`config.mk`:
```
export PLATFORM = sky130hd
export DESIGN_NAME = ooc_ctrl
export DESIGN_NICKNAME = d
export VERILOG_FILES = /design/src/ooc_pkg.sv /design/src/ooc_osc_if.sv /design/src/ooc_sync.sv /design/src/ooc_osc.sv /design/src/ooc_ctrl.sv
export SDC_FILE = /design/constraint.sdc
export NUM_CORES = 1
export LEC_CHECK = 0
export BUFFER_PORTS_ARGS = -buffer_cell sky130_fd_sc_hd__buf_2
export CAP_MARGIN = 20
export CELL_PAD_IN_SITES_DETAIL_PLACEMENT = 1
export CELL_PAD_IN_SITES_GLOBAL_PLACEMENT = 1
export CORE_MARGIN = 3
export CORE_UTILIZATION = 47
export DETAILED_ROUTE_END_ITERATION = 16
export PLACE_DENSITY = 0.81
export SKIP_CTS_REPAIR_TIMING = 1
export SYNTH_ARGS = -nofsm -noshare
export SYNTH_HDL_FRONTEND = slang
export SYNTH_SLANG_ARGS = --single-unit
```
`constraint.sdc`:
```
create_clock -name ref_clk -period 4.5 [get_ports ref_clk]
set_clock_uncertainty 0.05 [all_clocks]
set_input_delay 0.9 -clock ref_clk [delete_from_list [all_inputs] [get_ports ref_clk]]
set_output_delay 0.9 -clock ref_clk [all_outputs]
set_load 0.03 [all_outputs]
```
`src/ooc_pkg.sv`:
```
// Constants, types and timing figures of the on/off switcher controller
`default_nettype none
// Function
// - Capture feedback comparator a fixed 2.5 us after every switch turn-off.
// - In voltage mode, enable or skip cycles to hold feedback at threshold.
// - In current mode, raise switching frequency as feedback level rises.
// - Reaching threshold from current mode enters voltage mode at maximum frequency.
// - Select the reduced peak current limit at light load.
// - In voltage mode, raise feedback reference with load to offset cable drop.
// - Estimate load from on/off machine output, not from current sensing.
// - Supply capacitor size selects 0.4 or 0.75 ohm cable compensation.
// - Feedback low past about 300 ms starts auto-restart, off for 1.2 s.
// - Auto-restart alternates enabled and disabled intervals until fault clears.
// - Open loop shortens enabled interval to 6 cycles, keeping 1.2 s off.
// - Above 142 C stop switching; resume once 60 C cooler.
// - Switch current over threshold ends the switch on-time for that cycle.
// - Ignore current limit for a short blanking time after turn-on.
// - Supply charger runs only while the switch is off.
// - Maximum switching frequency 105 kHz with frequency jitter.
// - Outside auto-restart off and thermal shutdown, a cycle is forced at the next oscillator start once 1/1.4 kHz passes without one.
package ooc_pkg;
    localparam int CLK_MHZ                  = 25;
    localparam int CLK_HZ                   = CLK_MHZ * 1_000_000;
    localparam int FB_SAMPLE_NS             = 2500;
    localparam int FB_SAMPLE_CYC            = (FB_SAMPLE_NS * CLK_MHZ + 999) / 1000;
    localparam int FREQ_MAX_HZ              = 105_000;
    localparam int PERIOD_CYC               = CLK_HZ / FREQ_MAX_HZ;
    localparam int JITTER_PCT               = 7;
    localparam int JITTER_CYC               = PERIOD_CYC * JITTER_PCT / 100;
    localparam int DUTY_MAX_PCT             = 55;
    localparam int ON_MAX_CYC               = PERIOD_CYC * DUTY_MAX_PCT / 100;
    localparam int TURN_ON_BLANKING_TIME_NS = 200;
    localparam int BLANK_CYC                = (TURN_ON_BLANKING_TIME_NS * CLK_MHZ + 999) / 1000;
    localparam int FREQ_MIN_HZ              = 1400;
    localparam int MIN_RATE_CYC             = CLK_HZ / FREQ_MIN_HZ;
    localparam int FAULT_PERSIST_MS         = 300;
    localparam int FAULT_PERSIST_CYC        = FAULT_PERSIST_MS * CLK_MHZ * 1000;
    localparam int AR_OFF_MS                = 1200;
    localparam int AR_OFF_CYC               = AR_OFF_MS * CLK_MHZ * 1000;
    localparam int OPEN_LOOP_CYCLES         = 6;
    localparam int LOAD_WIN                 = 16;
    localparam int PERIOD_W                 = 10;
    localparam int TIMER_W                  = 8;
    localparam int FB_W                     = 8;
    localparam int LOAD_W                   = 5;
    localparam int COMP_W                   = 4;
    localparam int OL_W                     = 3;
    localparam int WIN_W                    = 4;
    localparam int PIN_N                    = 7;
    localparam int COMP_SHIFT               = 4;
    localparam logic [FB_W-1:0]     FB_CV_CODE    = 8'hC0;
    localparam logic [PERIOD_W-1:0] PERIOD_T      = PERIOD_W'(PERIOD_CYC);
    localparam logic [PERIOD_W-1:0] JIT_T         = PERIOD_W'(JITTER_CYC);
    localparam logic [PERIOD_W-1:0] JIT2_T        = PERIOD_W'(2 * JITTER_CYC);
    localparam logic [TIMER_W-1:0]  ON_LAST_T     = TIMER_W'(ON_MAX_CYC - 1);
    localparam logic [TIMER_W-1:0]  BLANK_T       = TIMER_W'(BLANK_CYC);
    localparam logic [TIMER_W-1:0]  SAMPLE_T      = TIMER_W'(FB_SAMPLE_CYC - 1);
    localparam logic [OL_W-1:0]     OL_T          = OL_W'(OPEN_LOOP_CYCLES);
    localparam logic [WIN_W-1:0]    WIN_LAST_T    = WIN_W'(LOAD_WIN - 1);
    localparam logic [LOAD_W-1:0]   LIGHT_T       = 5'h04;
    localparam logic [COMP_W-1:0]   NUM_SMALL_T   = 4'h8;
    localparam logic [COMP_W-1:0]   NUM_LARGE_T   = 4'hF;
    localparam logic [1:0]          STRAP_T       = 2'h2;
    typedef enum logic [2:0] {
        ST_IDLE   = 3'h1,
        ST_ON     = 3'h2,
        ST_SAMPLE = 3'h4
    } ooc_state_t;
endpackage
`default_nettype wire

```
`src/ooc_osc_if.sv`:
```
// Oscillator link between controller and cycle oscillator
`timescale 1ns/100ps
`default_nettype none
interface ooc_osc_if;
    logic [ooc_pkg::PERIOD_W-1:0] period_base;
    logic                         cycle_start;
    modport osc  (input period_base, output cycle_start);
    modport ctrl (output period_base, input cycle_start);
endinterface
`default_nettype wire

```
`src/ooc_sync.sv`:
```
// Two-stage synchroniser for asynchronous pin inputs
`timescale 1ns/100ps
`default_nettype none
module ooc_sync #(
    parameter int W = 1
) (
    input  wire logic         ref_clk,
    input  wire logic         rst,
    input  wire logic [W-1:0] d,
    output logic      [W-1:0] q
);
    logic [W-1:0] meta;

    always_ff @(posedge ref_clk) begin
        if (rst) begin
            meta <= '0;
            q    <= '0;
        end else begin
            meta <= d;
            q    <= meta;
        end
    end
endmodule
`default_nettype wire

```
`src/ooc_osc.sv`:
```
// Cycle oscillator with triangular period jitter
`timescale 1ns/100ps
`default_nettype none
module ooc_osc (
    input  wire logic ref_clk,
    input  wire logic rst,
    ooc_osc_if.osc    osc
);
    import ooc_pkg::*;

    logic [PERIOD_W-1:0] cnt;
    logic [PERIOD_W-1:0] jit_pos;
    logic                jit_up;
    logic [PERIOD_W-1:0] cur_last;
    logic                wrap;

    // Jitter swings the period around its base value
    assign cur_last = osc.period_base - JIT_T + jit_pos - 10'h001;
    assign wrap     = (cnt >= cur_last);

    always_ff @(posedge ref_clk) begin
        if (rst) begin
            cnt             <= '0;
            osc.cycle_start <= 1'h0;
        end else begin
            cnt             <= wrap ? '0 : cnt + 1'h1;
            osc.cycle_start <= wrap;
        end
    end

    always_ff @(posedge ref_clk) begin
        if (rst) begin
            jit_pos <= JIT_T;
            jit_up  <= 1'h1;
        end else if (wrap) begin
            if (jit_up) begin
                if (jit_pos >= JIT2_T) begin
                    jit_up <= 1'h0;
                end else begin
                    jit_pos <= jit_pos + 1'h1;
                end
            end else begin
                if (jit_pos == '0) begin
                    jit_up <= 1'h1;
                end else begin
                    jit_pos <= jit_pos - 1'h1;
                end
            end
        end
    end

    chk_jitter_span: assert property (@(posedge ref_clk) disable iff (rst)
        jit_pos <= JIT2_T)
        else $error("jitter offset out of range");
endmodule
`default_nettype wire

```
`src/ooc_ctrl.sv`:
```
// Control state machine of the on/off flyback switcher
`timescale 1ns/100ps
`default_nettype none
module ooc_ctrl #(
    parameter int FAULT_PERSIST_CYCLES = ooc_pkg::FAULT_PERSIST_CYC,
    parameter int AR_OFF_CYCLES        = ooc_pkg::AR_OFF_CYC,
    parameter int MIN_RATE_CYCLES      = ooc_pkg::MIN_RATE_CYC,
    parameter int AR_W                 = 25,
    parameter int IDLE_W               = 16
) (
    input  wire logic                     ref_clk,
    input  wire logic                     rst,
    input  wire logic                     feedback_sense_above,
    input  wire logic                     feedback_sense_low,
    input  wire logic                     feedback_sense_open,
    input  wire logic                     switch_current_over,
    input  wire logic                     temp_over,
    input  wire logic                     temp_cool,
    input  wire logic                     supply_capacitor_value,
    input  wire logic [ooc_pkg::FB_W-1:0] feedback_level,
    output logic                          switch_gate,
    output logic                          charger_en,
    output logic                          current_limit_low,
    output logic [ooc_pkg::COMP_W-1:0]    feedback_ref_trim,
    output logic                          cv_mode,
    output logic                          auto_restart_off,
    output logic                          open_loop,
    output logic                          thermal_off
);
    import ooc_pkg::*;

    localparam int SAMPLE_DLY = FB_SAMPLE_CYC;
    localparam logic [AR_W-1:0]   PERSIST_LAST  = AR_W'(FAULT_PERSIST_CYCLES - 1);
    localparam logic [AR_W-1:0]   AR_OFF_LAST   = AR_W'(AR_OFF_CYCLES - 1);
    localparam logic [IDLE_W-1:0] MIN_RATE_LAST = IDLE_W'(MIN_RATE_CYCLES - 1);

    // ------------------------------------------------------------
    // Pin synchronisers and oscillator
    // ------------------------------------------------------------
    logic [PIN_N-1:0] pin_raw;
    logic [PIN_N-1:0] pin_sync;
    logic             s_above;
    logic             s_low;
    logic             s_open;
    logic             s_ilim;
    logic             s_hot;
    logic             s_cool;
    logic             s_large;

    assign pin_raw = {supply_capacitor_value, temp_cool, temp_over, switch_current_over,
                      feedback_sense_open, feedback_sense_low, feedback_sense_above};
    assign {s_large, s_cool, s_hot, s_ilim, s_open, s_low, s_above} = pin_sync;

    ooc_sync #(
        .W (PIN_N)
    ) u_sync (
        .ref_clk (ref_clk),
        .rst     (rst),
        .d       (pin_raw),
        .q       (pin_sync)
    );

    ooc_osc_if osc_bus ();

    ooc_osc u_osc (
        .ref_clk (ref_clk),
        .rst     (rst),
        .osc     (osc_bus.osc)
    );

    // ------------------------------------------------------------
    // Internal state
    // ------------------------------------------------------------
    ooc_state_t          state;
    ooc_state_t          next_state;
    logic [TIMER_W-1:0]  tcnt;
    logic                fb_sample;
    logic                fb_low;
    logic [OL_W-1:0]     ol_cnt;
    logic [AR_W-1:0]     ar_cnt;
    logic [IDLE_W-1:0]   idle_cnt;
    logic [WIN_W-1:0]    win_cnt;
    logic [LOAD_W-1:0]   on_cnt;
    logic [LOAD_W-1:0]   load_est;
    logic                comp_large;
    logic [1:0]          strap_cnt;
    logic                strap_done;
    logic                run_ok;
    logic                min_due;
    logic                fire;
    logic                ilim_hit;
    logic                on_end;
    logic                sample_now;
    logic                ol_trip;
    logic                next_switch;
    logic [LOAD_W+COMP_W-1:0] comp_prod;

    assign run_ok     = ~auto_restart_off & ~thermal_off;
    assign min_due    = (idle_cnt >= MIN_RATE_LAST);
    // Voltage mode skips a cycle when the last sample stood above threshold and the minimum rate is not due
    assign fire       = osc_bus.cycle_start & run_ok & (state == ST_IDLE)
                      & (~cv_mode | ~fb_sample | min_due);
    assign ilim_hit   = s_ilim & (tcnt >= BLANK_T);
    assign on_end     = (state == ST_ON) & ((tcnt == ON_LAST_T) | ilim_hit | ~run_ok);
    assign sample_now = (state == ST_SAMPLE) & (tcnt == SAMPLE_T);
    assign ol_trip    = (ol_cnt >= OL_T);
    assign next_switch = (next_state == ST_ON);

    // ------------------------------------------------------------
    // Switching state machine
    // ------------------------------------------------------------
    always_comb begin
        next_state = state;
        unique case (state)
            ST_IDLE: begin
                if (fire) begin
                    next_state = ST_ON;
                end
            end
            ST_ON: begin
                if (on_end) begin
                    next_state = ST_SAMPLE;
                end
            end
            ST_SAMPLE: begin
                if (sample_now) begin
                    next_state = ST_IDLE;
                end
            end
            default: begin
                next_state = ST_IDLE;
            end
        endcase
    end

    always_ff @(posedge ref_clk) begin
        if (rst) begin
            state <= ST_IDLE;
            tcnt  <= '0;
        end else begin
            state <= next_state;
            if (state != next_state) begin
                tcnt <= '0;
            end else if (state != ST_IDLE) begin
                tcnt <= tcnt + 1'h1;
            end
        end
    end

    // Charger is the exact complement of the gate
    always_ff @(posedge ref_clk) begin
        if (rst) begin
            switch_gate <= 1'h0;
            charger_en  <= 1'h1;
        end else begin
            switch_gate <= next_switch;
            charger_en  <= ~next_switch;
        end
    end

    // ------------------------------------------------------------
    // Feedback sampling
    // ------------------------------------------------------------
    always_ff @(posedge ref_clk) begin
        if (rst) begin
            fb_sample <= 1'h0;
            fb_low    <= 1'h0;
        end else if (sample_now) begin
            fb_sample <= s_above;
            fb_low    <= s_low;
        end
    end

    always_ff @(posedge ref_clk) begin
        if (rst) begin
            open_loop <= 1'h0;
        end else if (on_end) begin
            open_loop <= s_open;
        end
    end

    // ------------------------------------------------------------
    // Mode and frequency
    // ------------------------------------------------------------
    // Period shrinks as feedback rises and bottoms out at the threshold
    always_ff @(posedge ref_clk) begin
        if (rst) begin
            cv_mode             <= 1'h0;
            osc_bus.period_base <= PERIOD_T;
        end else if (feedback_level >= FB_CV_CODE) begin
            cv_mode             <= 1'h1;
            osc_bus.period_base <= PERIOD_T;
        end else begin
            cv_mode             <= 1'h0;
            osc_bus.period_base <= PERIOD_T + PERIOD_W'(FB_CV_CODE - feedback_level);
        end
    end

    always_ff @(posedge ref_clk) begin
        if (rst || !run_ok || fire) begin
            idle_cnt <= '0;
        end else if (!min_due) begin
            idle_cnt <= idle_cnt + 1'h1;
        end
    end

    // ------------------------------------------------------------
    // Load estimate and cable compensation
    // ------------------------------------------------------------
    // Load is the count of enabled cycles in a window of cycles
    always_ff @(posedge ref_clk) begin
        if (rst) begin
            win_cnt  <= '0;
            on_cnt   <= '0;
            load_est <= '0;
        end else if (osc_bus.cycle_start) begin
            if (win_cnt == WIN_LAST_T) begin
                win_cnt  <= '0;
                on_cnt   <= '0;
                load_est <= on_cnt + LOAD_W'(fire);
            end else begin
                win_cnt <= win_cnt + 1'h1;
                on_cnt  <= on_cnt + LOAD_W'(fire);
            end
        end
    end

    // Capacitor size is caught once, after the synchroniser has filled
    always_ff @(posedge ref_clk) begin
        if (rst) begin
            strap_cnt  <= '0;
            strap_done <= 1'h0;
            comp_large <= 1'h0;
        end else if (!strap_done) begin
            if (strap_cnt == STRAP_T) begin
                comp_large <= s_large;
                strap_done <= 1'h1;
            end else begin
                strap_cnt <= strap_cnt + 1'h1;
            end
        end
    end

    assign comp_prod = load_est * (comp_large ? NUM_LARGE_T : NUM_SMALL_T);

    always_ff @(posedge ref_clk) begin
        if (rst) begin
            feedback_ref_trim <= '0;
            current_limit_low <= 1'h0;
        end else begin
            current_limit_low <= cv_mode & (load_est < LIGHT_T);
            if (cv_mode) begin
                feedback_ref_trim <= comp_prod[COMP_SHIFT +: COMP_W];
            end else begin
                feedback_ref_trim <= '1;
            end
        end
    end

    // ------------------------------------------------------------
    // Auto-restart and thermal protection
    // ------------------------------------------------------------
    always_ff @(posedge ref_clk) begin
        if (rst) begin
            ar_cnt           <= '0;
            ol_cnt           <= '0;
            auto_restart_off <= 1'h0;
        end else if (auto_restart_off) begin
            ol_cnt <= '0;
            if (ar_cnt == AR_OFF_LAST) begin
                ar_cnt           <= '0;
                auto_restart_off <= 1'h0;
            end else begin
                ar_cnt <= ar_cnt + 1'h1;
            end
        end else if (ol_trip) begin
            ar_cnt           <= '0;
            auto_restart_off <= 1'h1;
        end else begin
            if (on_end) begin
                ol_cnt <= s_open ? ol_cnt + 1'h1 : '0;
            end
            if (fb_low && !thermal_off) begin
                if (ar_cnt == PERSIST_LAST) begin
                    ar_cnt           <= '0;
                    auto_restart_off <= 1'h1;
                end else begin
                    ar_cnt <= ar_cnt + 1'h1;
                end
            end else begin
                ar_cnt <= '0;
            end
        end
    end

    always_ff @(posedge ref_clk) begin
        if (rst) begin
            thermal_off <= 1'h0;
        end else if (s_hot) begin
            thermal_off <= 1'h1;
        end else if (s_cool) begin
            thermal_off <= 1'h0;
        end
    end

    // ------------------------------------------------------------
    // Checks
    // ------------------------------------------------------------
    chk_charger_gate: assert property (@(posedge ref_clk) disable iff (rst)
        switch_gate |-> !charger_en)
        else $error("charger enabled while switch on");

    chk_sample_delay: assert property (@(posedge ref_clk) disable iff (rst)
        $fell(switch_gate) |-> ##SAMPLE_DLY (fb_sample == $past(s_above)))
        else $error("feedback not sampled at fixed delay");

    chk_cv_skip: assert property (@(posedge ref_clk) disable iff (rst)
        osc_bus.cycle_start && cv_mode && fb_sample && !min_due |=> !switch_gate)
        else $error("cycle not skipped above threshold");

    chk_cc_fire: assert property (@(posedge ref_clk) disable iff (rst)
        osc_bus.cycle_start && run_ok && !cv_mode && state == ST_IDLE |=> switch_gate)
        else $error("current mode cycle not taken");

    chk_cv_period: assert property (@(posedge ref_clk) disable iff (rst)
        cv_mode |-> osc_bus.period_base == PERIOD_T)
        else $error("voltage mode not at maximum frequency");

    chk_ilim_cut: assert property (@(posedge ref_clk) disable iff (rst)
        state == ST_ON && s_ilim && tcnt >= BLANK_T |=> !switch_gate)
        else $error("current limit did not end on-time");

    chk_blank_hold: assert property (@(posedge ref_clk) disable iff (rst)
        state == ST_ON && tcnt < BLANK_T && run_ok |=> switch_gate)
        else $error("switch ended inside blanking");

    chk_thermal_off: assert property (@(posedge ref_clk) disable iff (rst)
        $rose(thermal_off) |=> !switch_gate [*2])
        else $error("switching during thermal shutdown");

    chk_ar_quiet: assert property (@(posedge ref_clk) disable iff (rst)
        $rose(auto_restart_off) |=> (!switch_gate) [*8])
        else $error("switching during auto-restart off");

    chk_ol_trip: assert property (@(posedge ref_clk) disable iff (rst)
        ol_trip && !auto_restart_off |=> auto_restart_off)
        else $error("open loop did not start auto-restart");

    chk_min_rate: assert property (@(posedge ref_clk) disable iff (rst)
        osc_bus.cycle_start && min_due && run_ok && state == ST_IDLE |=> switch_gate)
        else $error("minimum rate cycle not forced");

    chk_light_limit: assert property (@(posedge ref_clk) disable iff (rst)
        current_limit_low |-> $past(load_est) < LIGHT_T && $past(cv_mode))
        else $error("reduced limit outside light load");
endmodule
`default_nettype wire

```
Yosys cells after proc, flatten, opt, wreduce, memory -nomap -nowiden
Index checks and enable logic that the tools add are counted.
W data, S select, Z words.
- logic and storage cells: 132
- bits of input ports: 17
- output and inout bits: 11
- register bits after elaboration: 132
- equality and inequality tests: 14
- reduce and logical (&&, ||, !) cells: 16
- bitwise logic cells: 21
- add/sub/neg operators: 15
- multipliers: 1
- mux-type cells: 30
- magnitude comparators: 7
- operator list (operator ; count):
    $mux W25 ; 5
    $mux W10 ; 3
    $add A25 B1 Y25 const B ; 1
    $eq A25 B23 Y1 const B ; 1
    $eq A25 B25 Y1 const B ; 1
    $add A10 B1 Y10 const B ; 2
    $sub A10 B1 Y10 const B ; 2
    $add A16 B1 Y16 const B ; 1
    $ge A16 B15 Y1 const B ; 1
    $mux W3 ; 5
    $mux W1 ; 13
    $add A10 B10 Y10 ; 1
    $add A9 B9 Y10 const A ; 1
    $ge A10 B10 Y1 ; 1
    $ge A10 B6 Y1 const B ; 1
    $logic_not A10 Y1 ; 1
    $sub A10 B5 Y10 const B ; 1
    $not A1 Y1 ; 9
    $pmux W3 S3 ; 1
    $sub A8 B8 Y9 const A ; 1
    $add A8 B1 Y8 const B ; 1
    $and A1 B1 Y1 ; 8
    $eq A8 B6 Y1 const B ; 1
    $eq A8 B8 Y1 const B ; 1
    28 further kinds ; 41

Depth between registers and ports, before layout
Gate-level depths: netlist of run 1.
- word-level depth: 9
- mapped depth: 18
- depth with buffers taken out: 17

Modules after synthesis
From an unflattened synthesis of run 1, not the netlist that was laid out.
- cell total of the unflattened synthesis: 823
- area, all modules: 7248.2 µm²
- by module, submodules not included (module ; instances ; sequential area each (µm²) ; cells an instance ; area an instance (µm²)):
    ooc_ctrl ; 1 ; 1921.8 ; 551 ; 4830.9
    ooc_osc ; 1 ; 440.4 ; 243 ; 2009.4
    ooc_sync ; 1 ; 280.3 ; 29 ; 407.9

Worst setup path before layout of run 1
Ideal clock, no wire load.
- path kind: flip-flop to flip-flop
- start: register u_osc.jit_pos[1]
- end: register u_osc.cnt[9]
- path buffers: 1
- setup time: 71 ps
- path slack: 486 ps
- arrival time: 3893 ps
- cell stages (with the launch flop): 18
- data required time: 4379 ps
- period minus slack after synthesis: 4014 ps
- cell sequence: dfxtp_1 > inv_1 > ha_1 > inv_1 > ha_1 > fa_1 > a21o_1 > a21oi_1 > o21ai_0 > o41ai_1 > xnor2_1 > ha_1 > a2111oi_0 > o211ai_1 > and2_0 > or2_2 > clkbuf_1 > a21oi_1
- word-level cells in the longest chain between the ends: 4
- RTL lines (element ; line ; RTL):
    start, declared ; ooc_osc.sv:12 ; logic [PERIOD_W-1:0] jit_pos;
    start signal, assigned ; ooc_osc.sv:40 ; jit_pos <= jit_pos + 1'h1;
    start signal, assigned ; ooc_osc.sv:46 ; jit_pos <= jit_pos - 1'h1;
    $add A10 B10 Y10 ; ooc_osc.sv:18 ; assign cur_last = osc.period_base - JIT_T + jit_pos - 10'h001;
    $sub A10 B1 Y10 ; ooc_osc.sv:18 ;
    $ge A10 B10 Y1 ; ooc_osc.sv:19 ; assign wrap = (cnt >= cur_last);
    $reduce_or A2 Y1 (no source line) ; - ;
    end signal, assigned ; ooc_osc.sv:26 ; cnt <= wrap ? '0 : cnt + 1'h1;
    end, declared ; ooc_osc.sv:11 ; logic [PERIOD_W-1:0] cnt;
Every way passes these cells.
A chain may end at the register's enable or synchronous reset.

Worst setup path after layout of run 1
- start: register u_osc.jit_pos[1]
- end: register u_osc.cnt[3]
Same word-level chain as after synthesis.

==> reports/qor.yml, run 1 <==
whs_path_depth: 1
crit_arrival_ps: 4610
fin_cells: 1046
core_area_mm2: 0.0146
fp.dieW_um: 129
antenna_found_initial: 0
end_kind: "register"
cap_violations: 0
hp-class: "register to register"
drtIter0Drc: 273
clk_latency_ps: 430
cts_num_sinks: 132
synth_edf_count: 0
vias: 5695
firstDrtPassIters: 4
dp.cells: 1015
required_ps: 4800
syn-instance-count: 822
timing.fmax_ghz: 0.232
place.gp.congestion: 0.819
ys_seq_area_frac: 0.374
p_leak_uw: 0.00335
drive_above_1_share: 0.0916
fin_crit_ps: 4310
clkTransAtPathRegs_ps: 60
fin_crit_sh: 0.958
muxShareOfSynthArea: 0.0200
power_density_mw_per_mm2: 363
switchingPower_uw: 726
power.total_uw: 2890
regToRegEndpoint: "u_osc.cnt[3]"
grt_pass1_vias: 6174
worst-setup-path-type: "register to register"
synth_warnings: 0
synth_cell_types: 63
yosys.area_share.xor_xnor: 0.109
ant_nets: 0
crit_start: "u_osc.jit_pos[1]"
rows: 44
fin_hold_ws_ps: 393
intPower_uw: 2170
run_status: "finished, final reports clean"
htreeDepth: 4
slew_headroom: 0.425
ys_ff_latch: 132
synth_compound_area_frac: 0.104
pwr-share-comb: 0.101
hp-start: "u_sync.meta[2]"
fin_util: 0.544
r2r_setup_slack_ps: 190
placed_area_mm2: 0.00737
synthesis.nets: 905
slew_violations: 0
dieArea_mm2: 0.0166
fin_area_mm2: 0.00797
power_frac_clock: 0.476
fin_nets: 933
setup_viol: 0
start_util: 0.483
syn-cell-area_mm2: 0.00707
power_frac_seq: 0.423
io_pins: 28
async_flop_share: 0
drc: 0
r2r_cells: 16
cts_tree: "yes"
routed_via_density: 5.44
clk_path_buf_depth: 2
grt_remaining_overflow: 0
synth_top_family_by_area: "simple AND/OR/NAND/NOR gates"
ir_drop_mv: 0.304
hpwl_mm: 12.2
swShare: 0.251
syn2layout_area_growth_pct: 12.7
routedWlPerCell_um: 16.2
crit_path_start_kind: "register"
port_buffers: 27
insertedDiodeCount: 0
ys.flop_type: "dfxtp_1"
cts_made_buffers: 17
grt_max_degree: 32
fp.dieH_um: 129
cts_root_buf: "clkbuf_16"
tightest_slew_ps: 863
grt_use_total: 0.215
grt_pass1_wl_mm: 28.9
min_to: "u_sync.q[2]"
avgSynthCellArea_um2: 8.60
cp_max_fo: 10
hold_violations: 0
synthAdderAreaFrac: 0.124
r2r-start: "u_osc.jit_pos[1]"
synth_simple_gate_area_frac: 0.219
drt_wl_total_mm: 16.9
[logic make-up (layout without fill, tap and decap cells)]
group / count (synthesis) / count (layout)
simple gates: 318 / 318
flops: 132 / 132
other cells: 1 / 1
xor+xnor: 88 / 88
mux: 14 / 14
compound gates: 113 / 113
buf+inv: 90 / 130
fa+ha+maj: 66 / 66
[critical path, cell delays in order, from the launching register on]
cell	delay, ps
dfxtp_1	410
inv_1	70
ha_1	280
inv_1	40
ha_1	220
fa_1	420
a21o_1	180
a21oi_1	240
o21ai_0	200
nor2_1	150
xor2_1	230
ha_1	310
a2111oi_2	420
o211ai_1	220
and2_1	240
or2_2	390
nor2_1	160
[layout by cell type, fill, tap and decap left out, types with 7 or more instances in the layout]
cell type and n:
mux2i_1 13, xor2_1 34, clkbuf_16 17, ha_1 59
xnor2_1 54, and2_1 10, a211oi_1 8, nor2b_1 20
and3_1 13, inv_1 69, nor3_1 15, nor2_2 7
nand4_1 12, fa_1 7, nand3_1 27, buf_2 27
o21ai_0 18, nand2b_1 8, nor2_1 113, nand2_1 61
a21oi_1 37, dfxtp_1 132
[routing by layer]
layer / up-vias / routed length [um] / part of all wire / GRT usage
met2: 71 / 8680 / 0.51 / 0.389
li1: 2838 / - / - / -
met1: 2770 / 7610 / 0.45 / 0.250
met4: 0 / 196 / 0.012 / 0.0692
met3: 16 / 411 / 0.024 / 0.0494
met5: - / 0 / 0 / 0
[layout make-up]
| cell class | count | area [um2] |
|---|---|---|
| Fill cell | 1731 | 6680 |
| Multi-Input combinational cell | 600 | 4090 |
| Sequential cell | 132 | 2640 |
| Clock buffer | 20 | 457 |
| Inverter | 69 | 259 |
| Tap cell | 184 | 230 |
| Timing Repair Buffer | 30 | 158 |
| Clock inverter | 11 | 129 |
[registers in the layout, indices dropped and copies added (netlist names), 2 cells and up]
signal and flops:
strap_cnt 2, u_sync.q 7, idle_cnt 16, u_osc.jit_pos 10, on_cnt 5, feedback_ref_trim 4
load_est 5, ol_cnt 3, state 3, tcnt 8, win_cnt 4, osc_bus.period_base 10
u_sync.meta 7, ar_cnt 25, u_osc.cnt 10
[Yosys cell counts (all sizes together) (2+ instances only)]
cell type / instances / area share
and4: 3 / 0.0037
nor4: 2 / 0.0018
xor2: 34 / 0.042
o41ai: 4 / 0.0050
nor3b: 4 / 0.0042
nor2: 120 / 0.066
nor2b: 20 / 0.018
mux2i: 13 / 0.018
nor4b: 3 / 0.0037
dfxtp: 132 / 0.37
nand4: 12 / 0.011
nor3: 15 / 0.011
o22ai: 3 / 0.0027
o21ai: 18 / 0.013
or4: 6 / 0.0069
or3: 4 / 0.0035
or2: 3 / 0.0027
nand3: 27 / 0.019
fa: 7 / 0.020
a31oi: 3 / 0.0027
and2: 10 / 0.0088
ha: 59 / 0.10
o21a: 4 / 0.0042
a21boi: 2 / 0.0021
a211oi: 8 / 0.0085
inv: 69 / 0.037
o21bai: 2 / 0.0021
and3: 13 / 0.011
nand2b: 8 / 0.0071
xnor2: 54 / 0.067
nand2: 61 / 0.032
o211ai: 4 / 0.0042
a311oi: 2 / 0.0025
clkbuf: 15 / 0.0080
buf: 6 / 0.0050
a21o: 5 / 0.0053
a22oi: 4 / 0.0042
nand4b: 4 / 0.0050
a21oi: 39 / 0.029
a31o: 3 / 0.0037
[per-stage QoR]
step,TNS [ps],setup WS [ps]
after floorplan,0,486
final,0,190
after global placement,0,273
after CTS,-288,-69.0
after detailed placement,0,21.2
after global routing,-73.3,-33.7
[power groups by stage]
stage	clock, uW	combinational [uW]	sequential [uW]
after CTS	1400	290	1220
after global routing	1460	329	1230
after detailed placement	0	278	1250
after floorplan	0	201	1250
after global placement	0	255	1250
final	1380	293	1220
[worst max path at each step]
stage                   endpoint  slack, ps
finish              u_osc.cnt[3]        190
global route        u_osc.cnt[3]        -30
detailed placement  u_osc.cnt[3]         20
floorplan           u_osc.cnt[9]        490
global placement    u_osc.cnt[9]        270
CTS                 u_osc.cnt[3]        -70
(Power assumes the default switching activity.)
==> run 2: changes to the inputs <==
- CORE_MARGIN: 3 -> unset
==> reports/qor.yml, run 2 (synthesis gave the netlist of run 1 again) <==
run_status: "finished, final reports clean"
cts_tree: "yes"
crit_arrival_ps: 4550
grt_remaining_overflow: 0
firstDrtPassIters: 4
crit_path_start_kind: "register"
regMostFlops: "ar_cnt"
drtIter0Drc: 250
insertedDiodeCount: 0
whs_path_depth: 1
slew_violations: 0
hpwl_mm: 12.3
nFillCells: 1729
cp_max_fo: 10
cap_violations: 0
power_frac_seq: 0.436
setup_viol: 0
grt_pass1_wl_mm: 29.1
p_leak_uw: 0.00333
power_frac_clock: 0.460
layout.cells.most_common_list: "dfxtp_1, nor2_1, inv_1"
rows: 44
drc: 0
fin_crit_sh: 0.944
worst-setup-path-type: "register to register"
cts_root_buf: "clkbuf_16"
top_regs: "ar_cnt: 25 flops, idle_cnt: 16 flops"
htreeDepth: 4
timing.fmax_ghz: 0.235
fp.dieH_um: 125
swShare: 0.250
regToRegEndpoint: "u_osc.jit_pos[7]"
power_density_mw_per_mm2: 353
fin_hold_ws_ps: 391
min_to: "u_sync.q[3]"
intPower_uw: 2100
largest_register_ff_count: 25
grt_use_total: 0.230
ant_nets: 0
clk_path_buf_depth: 2
fin_crit_ps: 4250
required_ps: 4800
grt_max_degree: 27
vias: 5695
hp-class: "register to register"
cts_made_buffers: 17
r2r_cells: 18
fin_nets: 934
clk_latency_ps: 420
place.gp.congestion: 0.824
dieArea_mm2: 0.0155
drive_above_1_share: 0.0904
core_area_mm2: 0.0146
cts_num_sinks: 132
routedWlPerCell_um: 16.3
hold_violations: 0
ir_drop_mv: 0.298
r2r_setup_slack_ps: 250
syn2layout_area_growth_pct: 12.4
routed_via_density: 5.44
tns_ps: 0
slew_headroom: 0.371
drt_wl_total_mm: 17.0
io_pins: 28
pwr-share-comb: 0.104
clkTransAtPathRegs_ps: 50
r2r-start: "u_osc.jit_pos[1]"
tightest_slew_ps: 944
port_buffers: 27
start_util: 0.485
hp-start: "u_sync.meta[3]"
end_kind: "register"
grt_pass1_vias: 6158
switchingPower_uw: 700
fp.dieW_um: 125
antenna_found_initial: 0
mostFrequentLayoutCell: "dfxtp_1"
run 2: cell types whose count changed in the layout (fill, tap and decap cells not counted), sizes merged:
| cell | before | now |
|---|---|---|
| clkbuf | 20 | 22 |
| buf | 30 | 31 |
| inv | 70 | 69 |
| clkinv | 6 | 5 |
| clkinvlp | 2 | 3 |
| bufinv | 2 | 1 |
run 2: metrics by stage:
| stage | power [uW] | setup slack, ps | utilization | instance area, um2 | instances |
|---|---|---|---|---|---|
| global placement | 1500 | 296 | 0.505 | 7370 | 1015 |
| floorplan | 1450 | 486 | - | 7070 | 822 |
| CTS | 2820 | -28.1 | 0.543 | 7920 | 1046 |
| detailed placement | 1530 | 44.4 | 0.505 | 7370 | 1015 |
| finish | 2800 | 251 | 0.545 | 7950 | 1047 |
| global route | 2920 | -15.4 | 0.545 | 7950 | 1047 |
run 2: critical path, stage by stage (launching register included):
cell,delay [ps]
dfxtp_1,400
inv_1,70
ha_1,270
inv_1,40
ha_1,210
fa_1,400
a21o_1,170
a21oi_1,230
o21ai_0,220
o41ai_2,300
xnor2_1,140
ha_1,290
o21a_1,120
nor2_1,50
a21oi_1,270
nand3_1,170
buf_4,230
o41a_1,440
nor2_1,100
run 2: power groups by stage:
stage / sequential, uW / combinational [uW] / clock (uW)
after floorplan: 1250 / 201 / 0
after global placement: 1250 / 258 / 0
after detailed placement: 1250 / 279 / 0
after CTS: 1220 / 283 / 1310
after global routing: 1230 / 325 / 1370
final: 1220 / 292 / 1290
run 2: layout make-up:
type,count,area [um2],area share
well taps,184,230,0.0290
clock inverters,9,81.3,0.0102
repair buffers,31,165,0.0208
inverters,69,259,0.0326
multi-input cells,600,4110,0.517
flip-flops and latches,132,2640,0.332
clock buffers,22,464,0.0584
run 2: how the worst max path moves through the flow:
stage	slack, ps	to	start	cells after the start
finish	250	u_osc.jit_pos[7]	u_osc.jit_pos[1]	18
global route	-20	u_osc.cnt[9]	u_osc.jit_pos[1]	16
CTS	-30	u_osc.cnt[5]	u_osc.jit_pos[1]	16
detailed placement	40	u_osc.cnt[5]	u_osc.jit_pos[1]	16
global placement	300	u_osc.cnt[9]	u_osc.jit_pos[1]	16
floorplan	490	u_osc.cnt[9]	u_osc.jit_pos[1]	17
run 2: layer usage:
layer / vias to the layer above / global-route usage / part of all wire
li1: 2828 / - / -
met4: 0 / 0.0914 / 0.021
met5: - / 0 / 0
met1: 2758 / 0.278 / 0.44
met3: 34 / 0.0430 / 0.026
met2: 75 / 0.399 / 0.51
==> run 3: changes to the inputs <==
- CORE_UTILIZATION: 47 -> 48
- PLACE_DENSITY: 0.81 -> 0.82
==> reports/qor.yml, run 3 (synthesis gave the netlist of run 1 again) <==
dieArea_mm2: 0.0152
cap_violations: 0
cts_made_buffers: 17
crit_path_start_kind: "register"
crit_end: "u_osc.cnt[3]"
ant_nets: 0
fin_nets: 933
firstDrtPassIters: 4
place.gp.congestion: 0.889
fp.dieW_um: 123
power_density_mw_per_mm2: 345
routed_via_density: 5.51
grt_pass1_vias: 6184
setup_viol: 0
setup_ws_ps: 339
clkTransAtPathRegs_ps: 50
routedWlPerCell_um: 16.8
largest_register_ff_count: 25
tightest_slew_ps: 871
drive_above_1_share: 0.0822
r2r_setup_slack_ps: 340
rsz0062_at_grt: "false"
end_kind: "register"
drtIter0Drc: 191
htreeDepth: 4
grt_remaining_overflow: 0
hp-class: "register to register"
crit_arrival_ps: 4460
layout.cells.most_common_list: "dfxtp_1, nor2_1, inv_1"
antenna_found_initial: 0
port_buffers: 27
r2r_cells: 16
cts_tree: "yes"
cts_num_sinks: 132
top_usage_layer: "met2"
ir_drop_mv: 0.276
drt_wl_total_mm: 17.3
io_pins: 28
regToRegEndpoint: "u_osc.cnt[3]"
grt_pass1_wl_mm: 29.0
r2r-start: "u_osc.jit_pos[1]"
clk_path_buf_depth: 2
met3_usage: 0.0637
rows: 43
hpwl_mm: 12.6
insertedDiodeCount: 0
fin_crit_sh: 0.925
top_regs: "ar_cnt: 25 flops, idle_cnt: 16 flops"
grt_max_degree: 25
mostFrequentLayoutCell: "dfxtp_1"
use_met2: 0.462
vias: 5686
worst-setup-path-type: "register to register"
fin_crit_ps: 4160
p_leak_uw: 0.00330
slew_violations: 0
cts_root_buf: "clkbuf_16"
fp.dieH_um: 123
grt_use_total: 0.248
clk_latency_ps: 420
met1_usage: 0.271
start_util: 0.500
drc: 0
run_status: "finished, final reports clean"
timing.fmax_ghz: 0.240
required_ps: 4800
crit_start: "u_osc.jit_pos[1]"
power.total_uw: 2710
pre_cts_ws_ps: -88.6
hold_violations: 0
syn2layout_area_growth_pct: 11.2
cp_max_fo: 10
core_area_mm2: 0.0141
slew_headroom: 0.419
regMostFlops: "ar_cnt"
-- run 3: power breakdown --
group	internal [uW]	switching [uW]	total [uW]
clock network	736	462	1200
logic	119	171	290
registers	1200	21.5	1230
total	2060	654	2710
-- run 3: worst min-delay path by stage --
stage | startpoint | to | slack [ps] | cells after the start
finish | u_sync.q[0] | fb_sample | 390 | 2
global route | u_sync.meta[5] | u_sync.q[5] | 420 | 1
CTS | u_sync.q[0] | fb_sample | 400 | 2
detailed placement | u_sync.q[0] | fb_sample | 390 | 2
global placement | u_sync.meta[6] | u_sync.q[6] | 370 | 1
floorplan | u_sync.q[4] | thermal_off | 360 | 2
-- run 3: layer usage --
layer | share of wire | vias to the layer above | wire length [um]
met4 | 0.020 | 0 | 344
li1 | - | 2822 | -
met5 | 0 | - | 0
met3 | 0.030 | 31 | 512
met1 | 0.42 | 2763 | 7340
met2 | 0.53 | 70 | 9140
-- run 3: layout make-up --
| type | instances | area, um2 |
|---|---|---|
| fill | 1671 | 6290 |
| clock buffer | 19 | 443 |
| inverter | 69 | 259 |
| clock inverter | 2 | 37.5 |
| tap | 180 | 225 |
| multi-input combinational | 600 | 4100 |
| sequential | 132 | 2640 |
| timing repair buffer | 30 | 158 |
-- run 3: per-stage QoR --
stage	TNS [ps]	instance area [um2]	instances	hold WS (ps)	util
finish	0	7860	1032	395	0.556
global route	0	7860	1032	418	0.556
CTS	-1180	7850	1032	399	0.554
detailed placement	-737	7360	1011	392	0.520
global placement	0	7360	1011	368	0.520
floorplan	0	7070	822	363	-
-- run 3: critical path: stages (launching register included) --
cell and delay (ps):
dfxtp_1 420, inv_1 80, ha_1 270, inv_1 50, ha_1 220, fa_1 410, a21o_1 190, a21oi_2 170
o21ai_0 150, nor2_1 190, xor2_1 180, ha_1 270, a2111oi_2 420, o211ai_1 230, and2_1 250, or2_2 390
nor2_1 140
